===== src/nbcp_pkg.sv =====
/*
  package of the flash host controller: command codes, address layout,
  strobe timing counts and bus widths.
  assumes one 125 MHz clock and a flash part on the documented pins.
*/
// Overview of operation
// - command byte on write strobe rise: cs low, cmd latch high, addr latch low.
// - address with addr latch high; data-in with both latches low.
// - program and erase rejected while write protect low; host holds it low except during program, erase and copy back.
// - four address cycles: A0-7, A9-16, A17-24, then A25 with bits 1-7 low.
// - program is 80h then 10h, erase 60h then D0h, address between.
// - in the 16-bit variant the host never issues 01h.
// - a pointer code may precede 80h and applies to the program.
package nbcp_pkg;
  localparam int unsigned BUS_W = 16;
  localparam int unsigned ADDR_W = 26;
  localparam int unsigned CLK_PERIOD_NS = 8;
  localparam int unsigned STROBE_LOW_NS = 25;
  localparam int unsigned STROBE_HIGH_NS = 15;
  localparam int unsigned STROBE_LOW_CYC = (STROBE_LOW_NS + CLK_PERIOD_NS - 1) / CLK_PERIOD_NS;
  localparam int unsigned STROBE_HIGH_CYC = (STROBE_HIGH_NS + CLK_PERIOD_NS - 1) / CLK_PERIOD_NS;
  localparam int unsigned FIFO_DEPTH = 16;
  localparam logic [7:0] CMD_READ_A = 8'h00;
  localparam logic [7:0] CMD_READ_B = 8'h01;
  localparam logic [7:0] CMD_READ_C = 8'h50;
  localparam logic [7:0] CMD_SIG = 8'h90;
  localparam logic [7:0] CMD_STATUS = 8'h70;
  localparam logic [7:0] CMD_PROG = 8'h80;
  localparam logic [7:0] CMD_PROG_GO = 8'h10;
  localparam logic [7:0] CMD_COPY = 8'h8a;
  localparam logic [7:0] CMD_ERASE = 8'h60;
  localparam logic [7:0] CMD_ERASE_GO = 8'hd0;
  localparam logic [7:0] CMD_RESET = 8'hff;
  localparam int unsigned COL_LSB = 0;
  localparam int unsigned CYC2_LSB = 9;
  localparam int unsigned CYC3_LSB = 17;
  localparam int unsigned TOP_BIT = 25;
  localparam int unsigned PAGE_LSB = 9;
  localparam int unsigned BLOCK_LSB = 14;
  // operation requested by the user side
  typedef enum logic [2:0] {
    NBCP_OP_READ, NBCP_OP_PROG, NBCP_OP_ERASE, NBCP_OP_COPY,
    NBCP_OP_SIG, NBCP_OP_STATUS, NBCP_OP_RESET
  } nbcp_op_type;
  typedef enum logic [1:0] {NBCP_AREA_A, NBCP_AREA_B, NBCP_AREA_C} nbcp_area_type;
endpackage


===== src/nbcp_mem.sv =====
/*
  small register-output memory used as fifo storage.
  assumes single clock, one write and one read port.
*/
module nbcp_mem #(
  parameter int unsigned WIDTH = 16,
  parameter int unsigned DEPTH = 16,
  parameter int unsigned AW = $clog2(DEPTH)
) (
  input wire logic core_clk,
  input wire logic wr_en,
  input wire logic [AW-1:0] wr_addr,
  input wire logic [WIDTH-1:0] wr_data,
  input wire logic [AW-1:0] rd_addr,
  output logic [WIDTH-1:0] rd_data_reg
);
  logic [WIDTH-1:0] store_reg [DEPTH];

  // write port
  always_ff @(posedge core_clk) begin
    if (wr_en) begin
      store_reg[wr_addr] <= wr_data;
    end
  end

  // registered read port
  always_ff @(posedge core_clk) begin
    rd_data_reg <= store_reg[rd_addr];
  end
endmodule


===== src/nbcp_fifo.sv =====
/*
  valid/ready fifo with parameter width and depth, show-ahead output.
  assumes single clock, asynchronous active-low reset.
*/
module nbcp_fifo #(
  parameter int unsigned WIDTH = 16,
  parameter int unsigned DEPTH = 16
) (
  input wire logic core_clk,
  input wire logic rstn,
  input wire logic in_valid,
  output logic in_ready,
  input wire logic [WIDTH-1:0] in_data,
  output logic out_valid,
  input wire logic out_ready,
  output logic [WIDTH-1:0] out_data
);
  localparam int unsigned AW = $clog2(DEPTH);
  logic [AW-1:0] wp_reg;
  logic [AW-1:0] rp_reg;
  logic [AW:0] cnt_reg;
  logic [AW-1:0] rd_addr;
  logic push;
  logic pop;

  // honest full and empty from the fill count
  assign in_ready = (cnt_reg < (AW+1)'(DEPTH));
  assign out_valid = (cnt_reg != '0);
  assign push = in_valid && in_ready;
  assign pop = out_valid && out_ready;
  // read ahead so the head word is registered after a pop
  assign rd_addr = pop ? rp_reg + AW'(1) : rp_reg;

  // pointers and count
  always_ff @(posedge core_clk or negedge rstn) begin
    if (!rstn) begin
      wp_reg <= '0;
      rp_reg <= '0;
      cnt_reg <= '0;
    end else begin
      if (push) begin
        wp_reg <= wp_reg + AW'(1);
      end
      if (pop) begin
        rp_reg <= rp_reg + AW'(1);
      end
      cnt_reg <= cnt_reg + (AW+1)'(push) - (AW+1)'(pop);
    end
  end

  logic [WIDTH-1:0] mem_q;
  logic [WIDTH-1:0] bypass_reg;
  logic use_bypass_reg;

  nbcp_mem #(.WIDTH(WIDTH), .DEPTH(DEPTH)) u_mem (
    .core_clk(core_clk),
    .wr_en(push),
    .wr_addr(wp_reg),
    .wr_data(in_data),
    .rd_addr(rd_addr),
    .rd_data_reg(mem_q)
  );

  // bypass when the word read is written in the same cycle
  always_ff @(posedge core_clk or negedge rstn) begin
    if (!rstn) begin
      use_bypass_reg <= 1'b0;
      bypass_reg <= '0;
    end else begin
      use_bypass_reg <= push && (wp_reg == rd_addr);
      bypass_reg <= in_data;
    end
  end

  assign out_data = use_bypass_reg ? bypass_reg : mem_q;
endmodule


===== src/nbcp_host.sv =====
/*
  host controller for a page-organised flash part: issues command, address,
  data-in and data-out bus cycles by driving strobes from core_clk.
  assumes the part's pins are wired straight to the ports, io bus as
  three signals, inputs synchronous to core_clk.
*/
module nbcp_host (
  input wire logic core_clk,
  input wire logic rstn,
  // user request
  input wire logic req_valid,
  output logic req_ready,
  input wire nbcp_pkg::nbcp_op_type req_op,
  input wire nbcp_pkg::nbcp_area_type req_area,
  input wire logic [nbcp_pkg::ADDR_W-1:0] req_addr,
  input wire logic [8:0] req_count,
  input wire logic wide_bus,
  // write data toward the part
  input wire logic wdata_valid,
  output logic wdata_ready,
  input wire logic [nbcp_pkg::BUS_W-1:0] wdata,
  // read data from the part
  output logic rdata_valid,
  input wire logic rdata_ready,
  output logic [nbcp_pkg::BUS_W-1:0] rdata,
  output logic busy,
  output logic done,
  output logic wp_refused,
  // flash pins
  output logic chip_sel_n,
  output logic cmd_latch_en,
  output logic addr_latch_en,
  output logic write_strobe_n,
  output logic read_strobe_n,
  output logic write_prot_n,
  input wire logic ready_busy_n,
  input wire logic [nbcp_pkg::BUS_W-1:0] io_in,
  output logic [nbcp_pkg::BUS_W-1:0] io_out_reg,
  output logic io_oe
);
  typedef enum logic [3:0] {
    S_IDLE, S_PTR, S_CMD1, S_ADDR, S_DIN, S_CMD2, S_WAIT, S_DOUT, S_DONE
  } nbcp_state_type;

  nbcp_state_type state_reg;
  nbcp_pkg::nbcp_op_type op_reg;
  nbcp_pkg::nbcp_area_type area_reg;
  logic [nbcp_pkg::ADDR_W-1:0] addr_reg;
  logic [8:0] count_reg;
  logic [1:0] acyc_reg;
  logic [2:0] ph_reg;
  logic strobe_low_reg;
  logic cle_reg;
  logic ale_reg;
  logic wr_n_reg;
  logic rd_n_reg;
  logic cs_n_reg;
  logic wp_n_reg;
  logic oe_reg;
  logic done_reg;
  logic refused_reg;
  logic rb_seen_reg;
  logic copy_tgt_reg;

  // timing of one bus cycle: low phase then high phase
  localparam logic [2:0] LOW_CYC = 3'(nbcp_pkg::STROBE_LOW_CYC);
  localparam logic [2:0] HIGH_CYC = 3'(nbcp_pkg::STROBE_HIGH_CYC);
  logic ph_end;
  logic cycle_end;
  assign ph_end = strobe_low_reg ? (ph_reg == LOW_CYC - 3'(1)) : (ph_reg == HIGH_CYC - 3'(1));
  assign cycle_end = ph_end && !strobe_low_reg;

  // first command byte for an operation
  function automatic logic [7:0] first_code(input nbcp_pkg::nbcp_op_type op);
    case (op)
      nbcp_pkg::NBCP_OP_PROG: first_code = nbcp_pkg::CMD_PROG;
      nbcp_pkg::NBCP_OP_ERASE: first_code = nbcp_pkg::CMD_ERASE;
      nbcp_pkg::NBCP_OP_SIG: first_code = nbcp_pkg::CMD_SIG;
      nbcp_pkg::NBCP_OP_STATUS: first_code = nbcp_pkg::CMD_STATUS;
      nbcp_pkg::NBCP_OP_RESET: first_code = nbcp_pkg::CMD_RESET;
      default: first_code = nbcp_pkg::CMD_READ_A;
    endcase
  endfunction

  // pointer code for the chosen area
  function automatic logic [7:0] ptr_code(input nbcp_pkg::nbcp_area_type a);
    case (a)
      nbcp_pkg::NBCP_AREA_B: ptr_code = nbcp_pkg::CMD_READ_B;
      nbcp_pkg::NBCP_AREA_C: ptr_code = nbcp_pkg::CMD_READ_C;
      default: ptr_code = nbcp_pkg::CMD_READ_A;
    endcase
  endfunction

  // address byte for cycle n
  function automatic logic [7:0] addr_byte(input logic [1:0] n, input logic [nbcp_pkg::ADDR_W-1:0] a);
    case (n)
      2'd0: addr_byte = a[nbcp_pkg::COL_LSB +: 8];
      2'd1: addr_byte = a[nbcp_pkg::CYC2_LSB +: 8];
      2'd2: addr_byte = a[nbcp_pkg::CYC3_LSB +: 8];
      default: addr_byte = {7'h00, a[nbcp_pkg::TOP_BIT]};
    endcase
  endfunction

  logic is_write_op;
  logic needs_wp;
  logic sends_ptr;
  logic has_addr;
  logic has_confirm;
  assign needs_wp = (op_reg == nbcp_pkg::NBCP_OP_PROG) || (op_reg == nbcp_pkg::NBCP_OP_ERASE)
    || (op_reg == nbcp_pkg::NBCP_OP_COPY);
  assign is_write_op = (op_reg == nbcp_pkg::NBCP_OP_PROG);
  assign sends_ptr = (op_reg == nbcp_pkg::NBCP_OP_PROG) || (op_reg == nbcp_pkg::NBCP_OP_READ);
  assign has_addr = (op_reg != nbcp_pkg::NBCP_OP_STATUS) && (op_reg != nbcp_pkg::NBCP_OP_RESET);
  assign has_confirm = needs_wp;

  // fifos on both data paths
  logic wf_valid;
  logic wf_ready;
  logic [nbcp_pkg::BUS_W-1:0] wf_data;
  logic rf_in_valid;
  logic rf_in_ready;
  logic [nbcp_pkg::BUS_W-1:0] rf_in_data;

  nbcp_fifo #(.WIDTH(nbcp_pkg::BUS_W), .DEPTH(nbcp_pkg::FIFO_DEPTH)) u_wfifo (
    .core_clk(core_clk),
    .rstn(rstn),
    .in_valid(wdata_valid),
    .in_ready(wdata_ready),
    .in_data(wdata),
    .out_valid(wf_valid),
    .out_ready(wf_ready),
    .out_data(wf_data)
  );

  nbcp_fifo #(.WIDTH(nbcp_pkg::BUS_W), .DEPTH(nbcp_pkg::FIFO_DEPTH)) u_rfifo (
    .core_clk(core_clk),
    .rstn(rstn),
    .in_valid(rf_in_valid),
    .in_ready(rf_in_ready),
    .in_data(rf_in_data),
    .out_valid(rdata_valid),
    .out_ready(rdata_ready),
    .out_data(rdata)
  );

  // a bus cycle may only start when data or room is there
  logic can_start;
  always_comb begin
    case (state_reg)
      nbcp_state_type'(S_DIN): can_start = wf_valid;
      nbcp_state_type'(S_DOUT): can_start = rf_in_ready;
      default: can_start = 1'b1;
    endcase
  end

  logic bus_state;
  assign bus_state = (state_reg == S_PTR) || (state_reg == S_CMD1) || (state_reg == S_ADDR)
    || (state_reg == S_DIN) || (state_reg == S_CMD2) || (state_reg == S_DOUT);
  logic start_cycle;
  assign start_cycle = bus_state && !strobe_low_reg && (ph_reg == 3'd0) && can_start && !wr_n_reg == 1'b0
    && rd_n_reg;

  // phase counter of the current strobe pulse
  always_ff @(posedge core_clk or negedge rstn) begin
    if (!rstn) begin
      ph_reg <= '0;
      strobe_low_reg <= 1'b0;
    end else if (strobe_low_reg) begin
      // leaving the low phase starts the high recovery count at one
      ph_reg <= ph_end ? 3'd1 : ph_reg + 3'd1;
      strobe_low_reg <= !ph_end;
    end else if (ph_reg != 3'd0) begin
      ph_reg <= ph_end ? 3'd0 : ph_reg + 3'd1;
    end else if (start_cycle) begin
      strobe_low_reg <= 1'b1;
    end
  end

  // recovery after a pulse counts before the next one
  logic rise;
  assign rise = strobe_low_reg && ph_end;

  // strobes: write pulse for input cycles, read pulse for output
  always_ff @(posedge core_clk or negedge rstn) begin
    if (!rstn) begin
      wr_n_reg <= 1'b1;
      rd_n_reg <= 1'b1;
    end else begin
      wr_n_reg <= !(start_cycle && state_reg != S_DOUT) && !(strobe_low_reg && !ph_end && !wr_n_reg);
      rd_n_reg <= !(start_cycle && state_reg == S_DOUT) && !(strobe_low_reg && !ph_end && !rd_n_reg);
    end
  end

  // latch enables, data drive and chip select per state
  always_ff @(posedge core_clk or negedge rstn) begin
    if (!rstn) begin
      cle_reg <= 1'b0;
      ale_reg <= 1'b0;
      oe_reg <= 1'b0;
      cs_n_reg <= 1'b1;
      io_out_reg <= '0;
    end else begin
      cs_n_reg <= (state_reg == S_IDLE) || (state_reg == S_DONE);
      cle_reg <= (state_reg == S_PTR) || (state_reg == S_CMD1) || (state_reg == S_CMD2);
      ale_reg <= (state_reg == S_ADDR);
      oe_reg <= bus_state && (state_reg != S_DOUT);
      case (state_reg)
        S_PTR: io_out_reg <= {8'h00, ptr_code(area_reg)};
        S_CMD1: io_out_reg <= {8'h00, (op_reg == nbcp_pkg::NBCP_OP_READ) ? ptr_code(area_reg)
          : first_code(op_reg)};
        S_ADDR: io_out_reg <= {8'h00, addr_byte(acyc_reg, addr_reg)};
        S_DIN: io_out_reg <= wide_bus ? wf_data : {8'h00, wf_data[7:0]};
        S_CMD2: io_out_reg <= {8'h00, (op_reg == nbcp_pkg::NBCP_OP_ERASE) ? nbcp_pkg::CMD_ERASE_GO
          : (op_reg == nbcp_pkg::NBCP_OP_COPY && !copy_tgt_reg) ? nbcp_pkg::CMD_COPY
          : nbcp_pkg::CMD_PROG_GO};
        default: io_out_reg <= io_out_reg;
      endcase
    end
  end

  // write protect released only for program, erase and copy back
  always_ff @(posedge core_clk or negedge rstn) begin
    if (!rstn) begin
      wp_n_reg <= 1'b0;
    end else begin
      wp_n_reg <= (state_reg != S_IDLE) && (state_reg != S_DONE) && needs_wp;
    end
  end

  assign wf_ready = (state_reg == S_DIN) && rise;
  assign rf_in_valid = (state_reg == S_DOUT) && strobe_low_reg && ph_end;
  assign rf_in_data = wide_bus ? io_in : {8'h00, io_in[7:0]};

  // main sequencer
  logic go;
  assign go = req_valid && req_ready;
  assign req_ready = (state_reg == S_IDLE);
  always_ff @(posedge core_clk or negedge rstn) begin
    if (!rstn) begin
      state_reg <= S_IDLE;
      op_reg <= nbcp_pkg::NBCP_OP_READ;
      area_reg <= nbcp_pkg::NBCP_AREA_A;
      addr_reg <= '0;
      count_reg <= '0;
      acyc_reg <= '0;
      done_reg <= 1'b0;
      refused_reg <= 1'b0;
      rb_seen_reg <= 1'b0;
      copy_tgt_reg <= 1'b0;
    end else begin
      done_reg <= 1'b0;
      refused_reg <= 1'b0;
      case (state_reg)
        S_IDLE: if (go) begin
          op_reg <= req_op;
          // no area B on a wide bus
          area_reg <= (wide_bus && req_area == nbcp_pkg::NBCP_AREA_B) ? nbcp_pkg::NBCP_AREA_A
            : req_area;
          addr_reg <= req_addr;
          count_reg <= req_count;
          acyc_reg <= '0;
          copy_tgt_reg <= 1'b0;
          // a read carries its pointer code as the first command byte
          state_reg <= (req_op == nbcp_pkg::NBCP_OP_PROG) ? S_PTR : S_CMD1;
        end
        S_PTR: if (rise) begin
          state_reg <= S_CMD1;
        end
        S_CMD1: if (rise) begin
          acyc_reg <= (op_reg == nbcp_pkg::NBCP_OP_ERASE) ? 2'd1 : 2'd0;
          state_reg <= has_addr ? S_ADDR : (op_reg == nbcp_pkg::NBCP_OP_STATUS ? S_DOUT : S_WAIT);
        end
        S_ADDR: if (rise) begin
          acyc_reg <= acyc_reg + 2'd1;
          if (acyc_reg == 2'd3 || (op_reg == nbcp_pkg::NBCP_OP_SIG)) begin
            acyc_reg <= '0;
            state_reg <= is_write_op ? S_DIN
              : (op_reg == nbcp_pkg::NBCP_OP_COPY && !copy_tgt_reg) ? S_WAIT
              : has_confirm ? S_CMD2
              : op_reg == nbcp_pkg::NBCP_OP_SIG ? S_DOUT : S_WAIT;
          end
        end
        S_DIN: if (rise) begin
          count_reg <= count_reg - 9'd1;
          if (count_reg == 9'd1) begin
            state_reg <= S_CMD2;
          end
        end
        S_CMD2: if (rise) begin
          // copy back: code then target address then the 10h confirm
          if (op_reg == nbcp_pkg::NBCP_OP_COPY && !copy_tgt_reg) begin
            copy_tgt_reg <= 1'b1;
            acyc_reg <= 2'd1;
            state_reg <= S_ADDR;
          end else begin
            state_reg <= S_WAIT;
          end
        end
        S_WAIT: begin
          rb_seen_reg <= 1'b1;
          if (rb_seen_reg && ready_busy_n) begin
            rb_seen_reg <= 1'b0;
            // copy back: source page loaded, now send the second code
            state_reg <= (op_reg == nbcp_pkg::NBCP_OP_COPY && !copy_tgt_reg) ? S_CMD2
              : (op_reg == nbcp_pkg::NBCP_OP_READ && count_reg != 9'd0) ? S_DOUT : S_DONE;
          end
        end
        S_DOUT: if (rf_in_valid) begin
          count_reg <= count_reg - 9'd1;
          if (count_reg <= 9'd1) begin
            state_reg <= S_DONE;
          end
        end
        S_DONE: begin
          done_reg <= 1'b1;
          copy_tgt_reg <= 1'b0;
          refused_reg <= needs_wp && !write_prot_n;
          // area B lasts one operation
          if (area_reg == nbcp_pkg::NBCP_AREA_B) begin
            area_reg <= nbcp_pkg::NBCP_AREA_A;
          end
          state_reg <= S_IDLE;
        end
        default: state_reg <= S_IDLE;
      endcase
    end
  end

  assign chip_sel_n = cs_n_reg;
  assign cmd_latch_en = cle_reg;
  assign addr_latch_en = ale_reg;
  assign write_strobe_n = wr_n_reg;
  assign read_strobe_n = rd_n_reg;
  assign write_prot_n = wp_n_reg;
  assign io_oe = oe_reg;
  assign busy = (state_reg != S_IDLE);
  assign done = done_reg;
  assign wp_refused = refused_reg;

  // assertions
  cmd_latch_onehot_a: assert property (@(posedge core_clk) disable iff (!rstn)
    !(cmd_latch_en && addr_latch_en)) else $error("both latches high");
  cmd_strobe_cs_a: assert property (@(posedge core_clk) disable iff (!rstn)
    $rose(write_strobe_n) |-> !chip_sel_n && read_strobe_n) else $error("write rise outside select");
  prog_wp_high_a: assert property (@(posedge core_clk) disable iff (!rstn)
    ($rose(write_strobe_n) && cmd_latch_en && io_out_reg[7:0] == nbcp_pkg::CMD_PROG) |-> write_prot_n)
    else $error("program issued while protected");
  addr_top_clean_a: assert property (@(posedge core_clk) disable iff (!rstn)
    ($rose(write_strobe_n) && addr_latch_en && $past(acyc_reg) == 2'd3) |-> io_out_reg[7:1] == 7'h00)
    else $error("fourth address byte dirty");
  no_b_wide_a: assert property (@(posedge core_clk) disable iff (!rstn)
    ($rose(write_strobe_n) && cmd_latch_en && wide_bus) |-> io_out_reg[7:0] != nbcp_pkg::CMD_READ_B)
    else $error("area b code on wide bus");
  b_revert_a: assert property (@(posedge core_clk) disable iff (!rstn)
    (state_reg == S_DONE) |=> area_reg != nbcp_pkg::NBCP_AREA_B) else $error("area b kept");
  rd_wr_excl_a: assert property (@(posedge core_clk) disable iff (!rstn)
    !(!write_strobe_n && !read_strobe_n)) else $error("both strobes low");
  idle_desel_a: assert property (@(posedge core_clk) disable iff (!rstn)
    (state_reg == S_IDLE)[*2] |-> chip_sel_n && !io_oe) else $error("driving while idle");
  prog_cov_c: cover property (@(posedge core_clk) disable iff (!rstn) go && req_op == nbcp_pkg::NBCP_OP_PROG);
  read_cov_c: cover property (@(posedge core_clk) disable iff (!rstn) rf_in_valid);
  done_cov_c: cover property (@(posedge core_clk) disable iff (!rstn) done);
endmodule


===== config.mk =====
export PLATFORM = sky130hd
export DESIGN_NAME = nbcp_host
export DESIGN_NICKNAME = d
export VERILOG_FILES = /design/src/nbcp_pkg.sv /design/src/nbcp_mem.sv /design/src/nbcp_fifo.sv /design/src/nbcp_host.sv
export SDC_FILE = /design/constraint.sdc
export NUM_CORES = 1
export LEC_CHECK = 0
export ABC_CLOCK_PERIOD_IN_PS = 3500
export BUFFER_PORTS_ARGS = -buffer_cell sky130_fd_sc_hd__clkbuf_2
export CORE_AREA = 2 2 225 227
export CTS_CLUSTER_DIAMETER = 120
export DETAILED_ROUTE_END_ITERATION = 8
export DIE_AREA = 0 0 227 229
export GPL_TIMING_DRIVEN = 0
export PLACE_DENSITY = 0.75
export SLEW_MARGIN = 10
export SYNTH_ARGS = -nofsm -noshare
export SYNTH_HDL_FRONTEND = slang
export SYNTH_HIERARCHICAL = 1
export SYNTH_SLANG_ARGS = --single-unit

===== constraint.sdc =====
create_clock -name core_clk -period 3.5 [get_ports core_clk]
set_input_delay 0.35 -clock core_clk [delete_from_list [all_inputs] [get_ports core_clk]]
set_output_delay 0.35 -clock core_clk [all_outputs]
set_load 0.01 [all_outputs]

==> flow_metrics.tcl, run 1 <==
set metrics [dict create \
    ant_nets 0 \
    syn_nets 1588 \
    worstSetupPathType "reg -> reg" \
    critPathCaptureType "flop" \
    grt_overflow_total 0 \
    cp.required_ns 3.98 \
    pre_cts_slack_ns -0.5954 \
    drc 0 \
    synthCells 1482 \
    synth_most_common_cell "edfxtp_1" \
    synth_area_sq_um 27100 \
    io_buffer_count 122 \
    syn_avg_cell_area_sq_um 18.28 \
    hold_violations 0 \
    drive_above_1_share_pct 30.93 \
    synth_ff_type "edfxtp_1" \
    fin_area_sq_um 31700 \
    synth_common_cells "edfxtp_1 (512), dfrtp_1 (133), mux4_2 (108), a22oi_1 (69), nand2_1 (67)" \
    initial_core_util_pct 54.57 \
    firstDrtPassIters 5 \
    via_per_inst 5.942 \
    yosysTopAreaCell "edfxtp_1" \
    synth_top_area_share_pct 56.74 \
    clock_path_buffers 3 \
    drv_slew 0 \
    track_usage_pct 23.68 \
    max_freq_ghz 0.2991 \
    synth-async-reset-ratio_pct 20.00 \
    grt_pass1_wl_um 91280 \
    cts_made_buffers 68 \
    num_vias 14640 \
    post_cts_buffers 0 \
    worst_slack_ns 0.1565 \
    die_w_um 227 \
    cts_sinks 680 \
    max_stage_delay_ns 0.61 \
    cts_tree "built" \
    slew_headroom_pct 40.61 \
    dp.final_hpwl_um 38830 \
    max_slew.worst_pin.slew_ns 0.8860 \
    ys_ff_latch 680 \
    rows 82 \
    hp-class "in -> reg" \
    synth_cell_types 81 \
    clkTransAtPathRegs_ns 0.06 \
    irDropWorstVdd_mv 0.5877 \
    cp_slowest_cell "buf_1" \
    startpoint_type "flop" \
    fin_crit_ns 3.343 \
    rsz0062_at_grt "true" \
    placed_area_sq_um 29100 \
    synth_edf_count 512 \
    max_cap_violations 0 \
    setup_viol 0 \
    power_density_nw_per_um2 777.6 \
    initialDrtViolationCount 1345 \
    die-height_um 229 \
    grt_max_degree 80 \
    critPathMostFrequentCell "buf_2" \
    synth_seq_area_share_pct 71.68 \
    p_leak_uw 0.01145 \
    synth_area_leaders "edfxtp_1 (57%), dfrtp_1 (12%), mux4_2 (9.0%)" \
    antenna_found_initial 0 \
    clock_skew_ns 0.01330 \
    wl_per_cell_um 24.16 \
    gp_congestion 0.8722 \
    total_power_uw 24650 \
    grt_pass1_vias 15310 \
    crit_chain "inv_1 > ha_1 > or4b_1 > buf_2 > a21oi_2 > a21o_1 > buf_2 > buf_1 > mux4_2 > a22oi_1 > nand2_1" \
    cts-root-buf "clkbuf_16" \
    htree_levels 3 \
    antennaDiodeCount 0 \
    post-route-period-util_pct 95.53 \
    io_pins 124 \
    core-area_sq_um 49660 \
    die_area_sq_um 51980 \
    fin_nets 1844 \
    yosysWarnings 6 \
    worstPathMaxFanout 10 \
    clk_latency_ns 0.61 \
    arrival_ns 3.82 \
    area_delta_synth_final_pct 16.99 \
    outcome "finished, final reports clean" \
    wl_um 59510 \
]
-- final cells by class --
type	instances	area [sq um]
buffer	74	451.7
clock buffer	77	1755
clock inverter	46	454.2
fill	3399	17960
inverter	39	151.4
multi-input combinational	688	7257
sequential	680	19420
tap	672	840.8
timing repair buffer	187	1368
-- per-stage QoR --
step           TNS (ns)  hold WS [ns]  utilization (%)  cells
2_1_floorplan         0       0.05441                -   1482
4_1_cts               0      0.001494            63.70   2463
5_1_grt         -0.1009      0.008025            63.84   2463
3_5_place_dp     -8.070        0.3732            58.61   2311
6_report              0       0.03293            63.84   2463
3_3_place_gp    -212.07        0.4306            57.49   2276
-- path summary, 6_finish.rpt --
check | slack (ns) | to | from | depth (start not counted)
worst max-delay path | 0.16 | u_rfifo/u_mem/rd_data_reg[7] | u_rfifo/cnt_reg[3] | 11
worst min-delay path | 0.03 | addr_reg[17] | req_addr[17] | 2
worst max register to register | 0.16 | u_rfifo/u_mem/rd_data_reg[7] | u_rfifo/cnt_reg[3] | 11
worst min register to register | 0.45 | wp_refused | write_prot_n | 1
max in group asynchronous | 2.38 | u_rfifo/bypass_reg[9] | rstn | 3
min in group asynchronous | 0.29 | u_wfifo/cnt_reg[3] | rstn | 2
-- critical path: cells and delay by family (launching register included) --
family | cells | cell delay, ns
compound gates | 3 | 0.60
fa+ha+maj | 1 | 0.13
buf+inv | 4 | 1.12
flops | 1 | 0.39
mux | 1 | 0.42
simple gates | 2 | 0.55
-- metal layers --
| layer | GRT usage (%) | part of all wire [%] | vias to the layer above | wire [um] |
|---|---|---|---|---|
| met4 | 8.129 | 2.4 | 0 | 1442 |
| met3 | 4.157 | 5.7 | 101 | 3363 |
| met2 | 39.29 | 51 | 502 | 30500 |
| li1 | - | - | 6409 | - |
| met1 | 31.92 | 41 | 7624 | 24210 |
| met5 | 0 | 0 | - | 0 |
-- kinds of logic (layout without fill, tap and decap cells) --
family,Yosys count,in the layout,synth area share [%]
XOR/XNOR,28,28,0.9050
flip-flops,680,680,71.68
buffers and inverters,114,423,2.115
multiplexers,196,196,14.16
AO/OA/AOI/OAI,198,198,5.431
AND/OR/NAND/NOR,239,239,4.410
adder cells (fa/ha/maj),27,27,1.302
-- repair_timing --
action | in CTS | in global routing
gates resized for setup | 12 | 29
setup endpoints to repair | 24 | 27
hold buffers | 30 | 0
endpoints found under the hold margin | 85 | 0
-- power by group --
group	switching, uW	total (uW)	leakage, uW	internal (uW)
Clock	3070	7180	0.00107	4110
Sequential	576	10200	0.00658	9600
Combinational	3890	7290	0.00381	3400
-- cells in the final DEF (no fill, tap or decap), types with 24 or more instances in the layout --
cell           synthesis  layout
nand2_1               67      67
a22oi_1               69      63
dlygate4sd3_1          0      30
inv_1                 36      36
nor2_2                 1      26
mux2_4                31      31
clkbuf_1              32      27
ha_1                  25      25
mux2_2                33      33
a21oi_1               24      24
dfxtp_1               32      32
mux4_2               108     108
clkbuf_16              0      68
clkbuf_2               0     133
edfxtp_1             512     512
dfrtp_1              133     133
nor2_1                64      39
(Power assumes the default switching activity.)
==> run 2: changes to the inputs <==
CELL_PAD_IN_SITES_DETAIL_PLACEMENT = 1   (was default)
CELL_PAD_IN_SITES_GLOBAL_PLACEMENT = 1   (was default)
CORE_AREA = 2 2 241 243   (was 2 2 225 227)
CTS_BUF_LIST = sky130_fd_sc_hd__clkbuf_16   (was default)
DIE_AREA = 0 0 243 245   (was 0 0 227 229)
PLACE_DENSITY = default   (was 0.75)
PLACE_DENSITY_LB_ADDON = 0.1   (was default)
==> flow_metrics.tcl, run 2 (synthesis gave the netlist of run 1 again) <==
set metrics [dict create \
    outcome "finished, final reports clean" \
    power_density_nw_per_um2 783.8 \
    wl_per_cell_um 25.26 \
    seqCellArea_sq_um 19420 \
    firstDrtPassIters 5 \
    io_buffer_count 122 \
    ant_nets 0 \
    critPathMostFrequentCell "buf_6" \
    p_leak_uw 0.01166 \
    track_usage_pct 22.37 \
    grt_pass1_wl_um 99360 \
    hp-class "in -> reg" \
    r2r-start "state_reg[3]" \
    die_w_um 243 \
    die-height_um 245 \
    max_stage_delay_ns 0.52 \
    grt_overflow_total 0 \
    drive_above_1_share_pct 30.44 \
    grt_pass1_vias 15880 \
    p_clk_share_pct 29.8 \
    initialDrtViolationCount 960 \
    seq_power_share_pct 40.5 \
    whs_ns 0.04964 \
    fin_crit_ns 3.348 \
    slew_headroom_pct 40.74 \
    area_delta_synth_final_pct 18.40 \
    antennaDiodeCount 0 \
    crit_chain "buf_2 > nor4b_4 > buf_4 > and2_2 > nand2_2 > xnor2_2 > buf_6 > buf_6 > mux4_2 > a22oi_1 > nand2_1" \
    reg2regPathDepth 11 \
    hold_path_depth 3 \
    r2r-end "u_wfifo/u_mem/rd_data_reg[0]" \
    cts_sinks 680 \
    hold_violations 0 \
    htree_levels 3 \
    clkTransAtPathRegs_ns 0.06 \
    arrival_ns 3.83 \
    max_cap_violations 0 \
    post-route-period-util_pct 95.66 \
    max_slew.worst_pin.slew_ns 0.8888 \
    startpoint_type "flop" \
    ff2ff_setup_slack_ns 0.15 \
    setup_viol 0 \
    clock_path_buffers 3 \
    antenna_found_initial 1 \
    multi_input_area_sq_um 7263 \
    instances_no_fill 2575 \
    rows 88 \
    die_area_sq_um 59540 \
    post_cts_buffers 0 \
    placed_cells 2409 \
    fillers 5254 \
    dp.final_hpwl_um 43580 \
    cts_tree "built" \
    initial_core_util_pct 47.51 \
    worstSetupPathType "reg -> reg" \
    io_pins 124 \
    irDropWorstVdd_mv 0.4487 \
    cts-root-buf "clkbuf_16" \
    clock_skew_ns 0.02468 \
    clk_latency_ns 0.61 \
    final_common_cell "edfxtp_1" \
    rsz0062_at_grt "true" \
    comb_power_share_pct 29.7 \
    cp_slowest_cell "mux4_2" \
    core-area_sq_um 57030 \
    fin_nets 1857 \
    via_per_inst 5.668 \
    mostFrequentLayoutCells "edfxtp_1 (512), dfrtp_1 (133), clkbuf_2 (127)" \
    p_sw_uw 7712 \
    min_from "req_count[3]" \
    p_sw_share_pct 30.67 \
    drv_slew 0 \
    cp.required_ns 3.98 \
    gp_congestion 0.8128 \
    holdPathEnd "count_reg[3]" \
    grt_max_degree 89 \
    wl_um 65060 \
    max_freq_ghz 0.2987 \
    num_vias 14600 \
    worstPathMaxFanout 10 \
    drc 0 \
    cell_internal_pwr_uw 17430 \
    critPathCaptureType "flop" \
    cts_made_buffers 73 \
]
run 2: cell count changes in the layout (fill, tap and decap cells not counted), sizes merged:
cell	delta
clkbuf	+4
inv	+17
dlygate4sd3	+4
buf	+3
bufinv	-2
clkinvlp	-6
clkinv	-1
run 2: worst max path at each step:
stage,startpoint,to,slack (ns),cells after the start
finish,state_reg[3],u_wfifo/u_mem/rd_data_reg[0],0.15,11
global route,state_reg[3],u_wfifo/u_mem/rd_data_reg[11],-0.03,13
CTS,state_reg[3],u_wfifo/u_mem/rd_data_reg[10],0.004,11
detailed placement,state_reg[3],u_wfifo/u_mem/rd_data_reg[8],-1.01,13
global placement,state_reg[3],u_rfifo/u_mem/store_reg[0][10],-1.65,8
floorplan,state_reg[3],u_rfifo/u_mem/store_reg[0][0],0.05,8
run 2: stage by stage:
stage / util [%] / power [uW] / setup TNS, ns / setup slack (ns) / cell area [sq um]
global route: 56.25 / 26370 / -0.05485 / -0.03297 / 32080
CTS: 56.16 / 25350 / 0 / 0.004194 / 32030
floorplan: - / 15360 / 0 / 0.04892 / 27100
global placement: 50.26 / 17460 / -319.07 / -1.651 / 28660
finish: 56.25 / 25140 / 0 / 0.1521 / 32080
detailed placement: 51.34 / 17720 / -16.87 / -1.014 / 29280
run 2: timing repair:
action / CTS / global route
resized for setup: 22 / 25
hold endpoints to repair: 81 / 0
setup endpoints to repair: 38 / 20
cloned: 0 / 0
hold buffers: 34 / 0
run 2: cell type report:
cell class,instances,share of cell area [%]
plain buffers,73,1.470
clock buffers,80,6.240
clock inverters,54,1.076
inverters,39,0.4719
multi-input cells,688,22.64
flip-flops and latches,680,60.54
well taps,765,2.984
repair buffers,196,4.575
run 2: critical path, delay by kind of cell, from the launching register on:
family / cells / cell delay, ns
flip-flops: 1 / 0.40
AND/OR/NAND/NOR: 4 / 0.86
multiplexers: 1 / 0.52
XOR/XNOR: 1 / 0.20
AO/OA/AOI/OAI: 1 / 0.34
buffers and inverters: 4 / 0.91
run 2: power groups by stage:
stage	registers [uW]	clock network [uW]	logic (uW)
floorplan	10200	0	5180
global placement	10300	0	7170
detailed placement	10300	0	7390
CTS	10200	7670	7500
global route	10300	7960	8120
finish	10200	7500	7460
run 2: per-layer routing:
metal	share of wire [%]	vias up	track usage, %
met1	42	7751	29.55
li1	-	6434	-
met4	2.6	0	6.099
met3	3.6	105	3.280
met2	52	305	38.94
met5	0	-	0
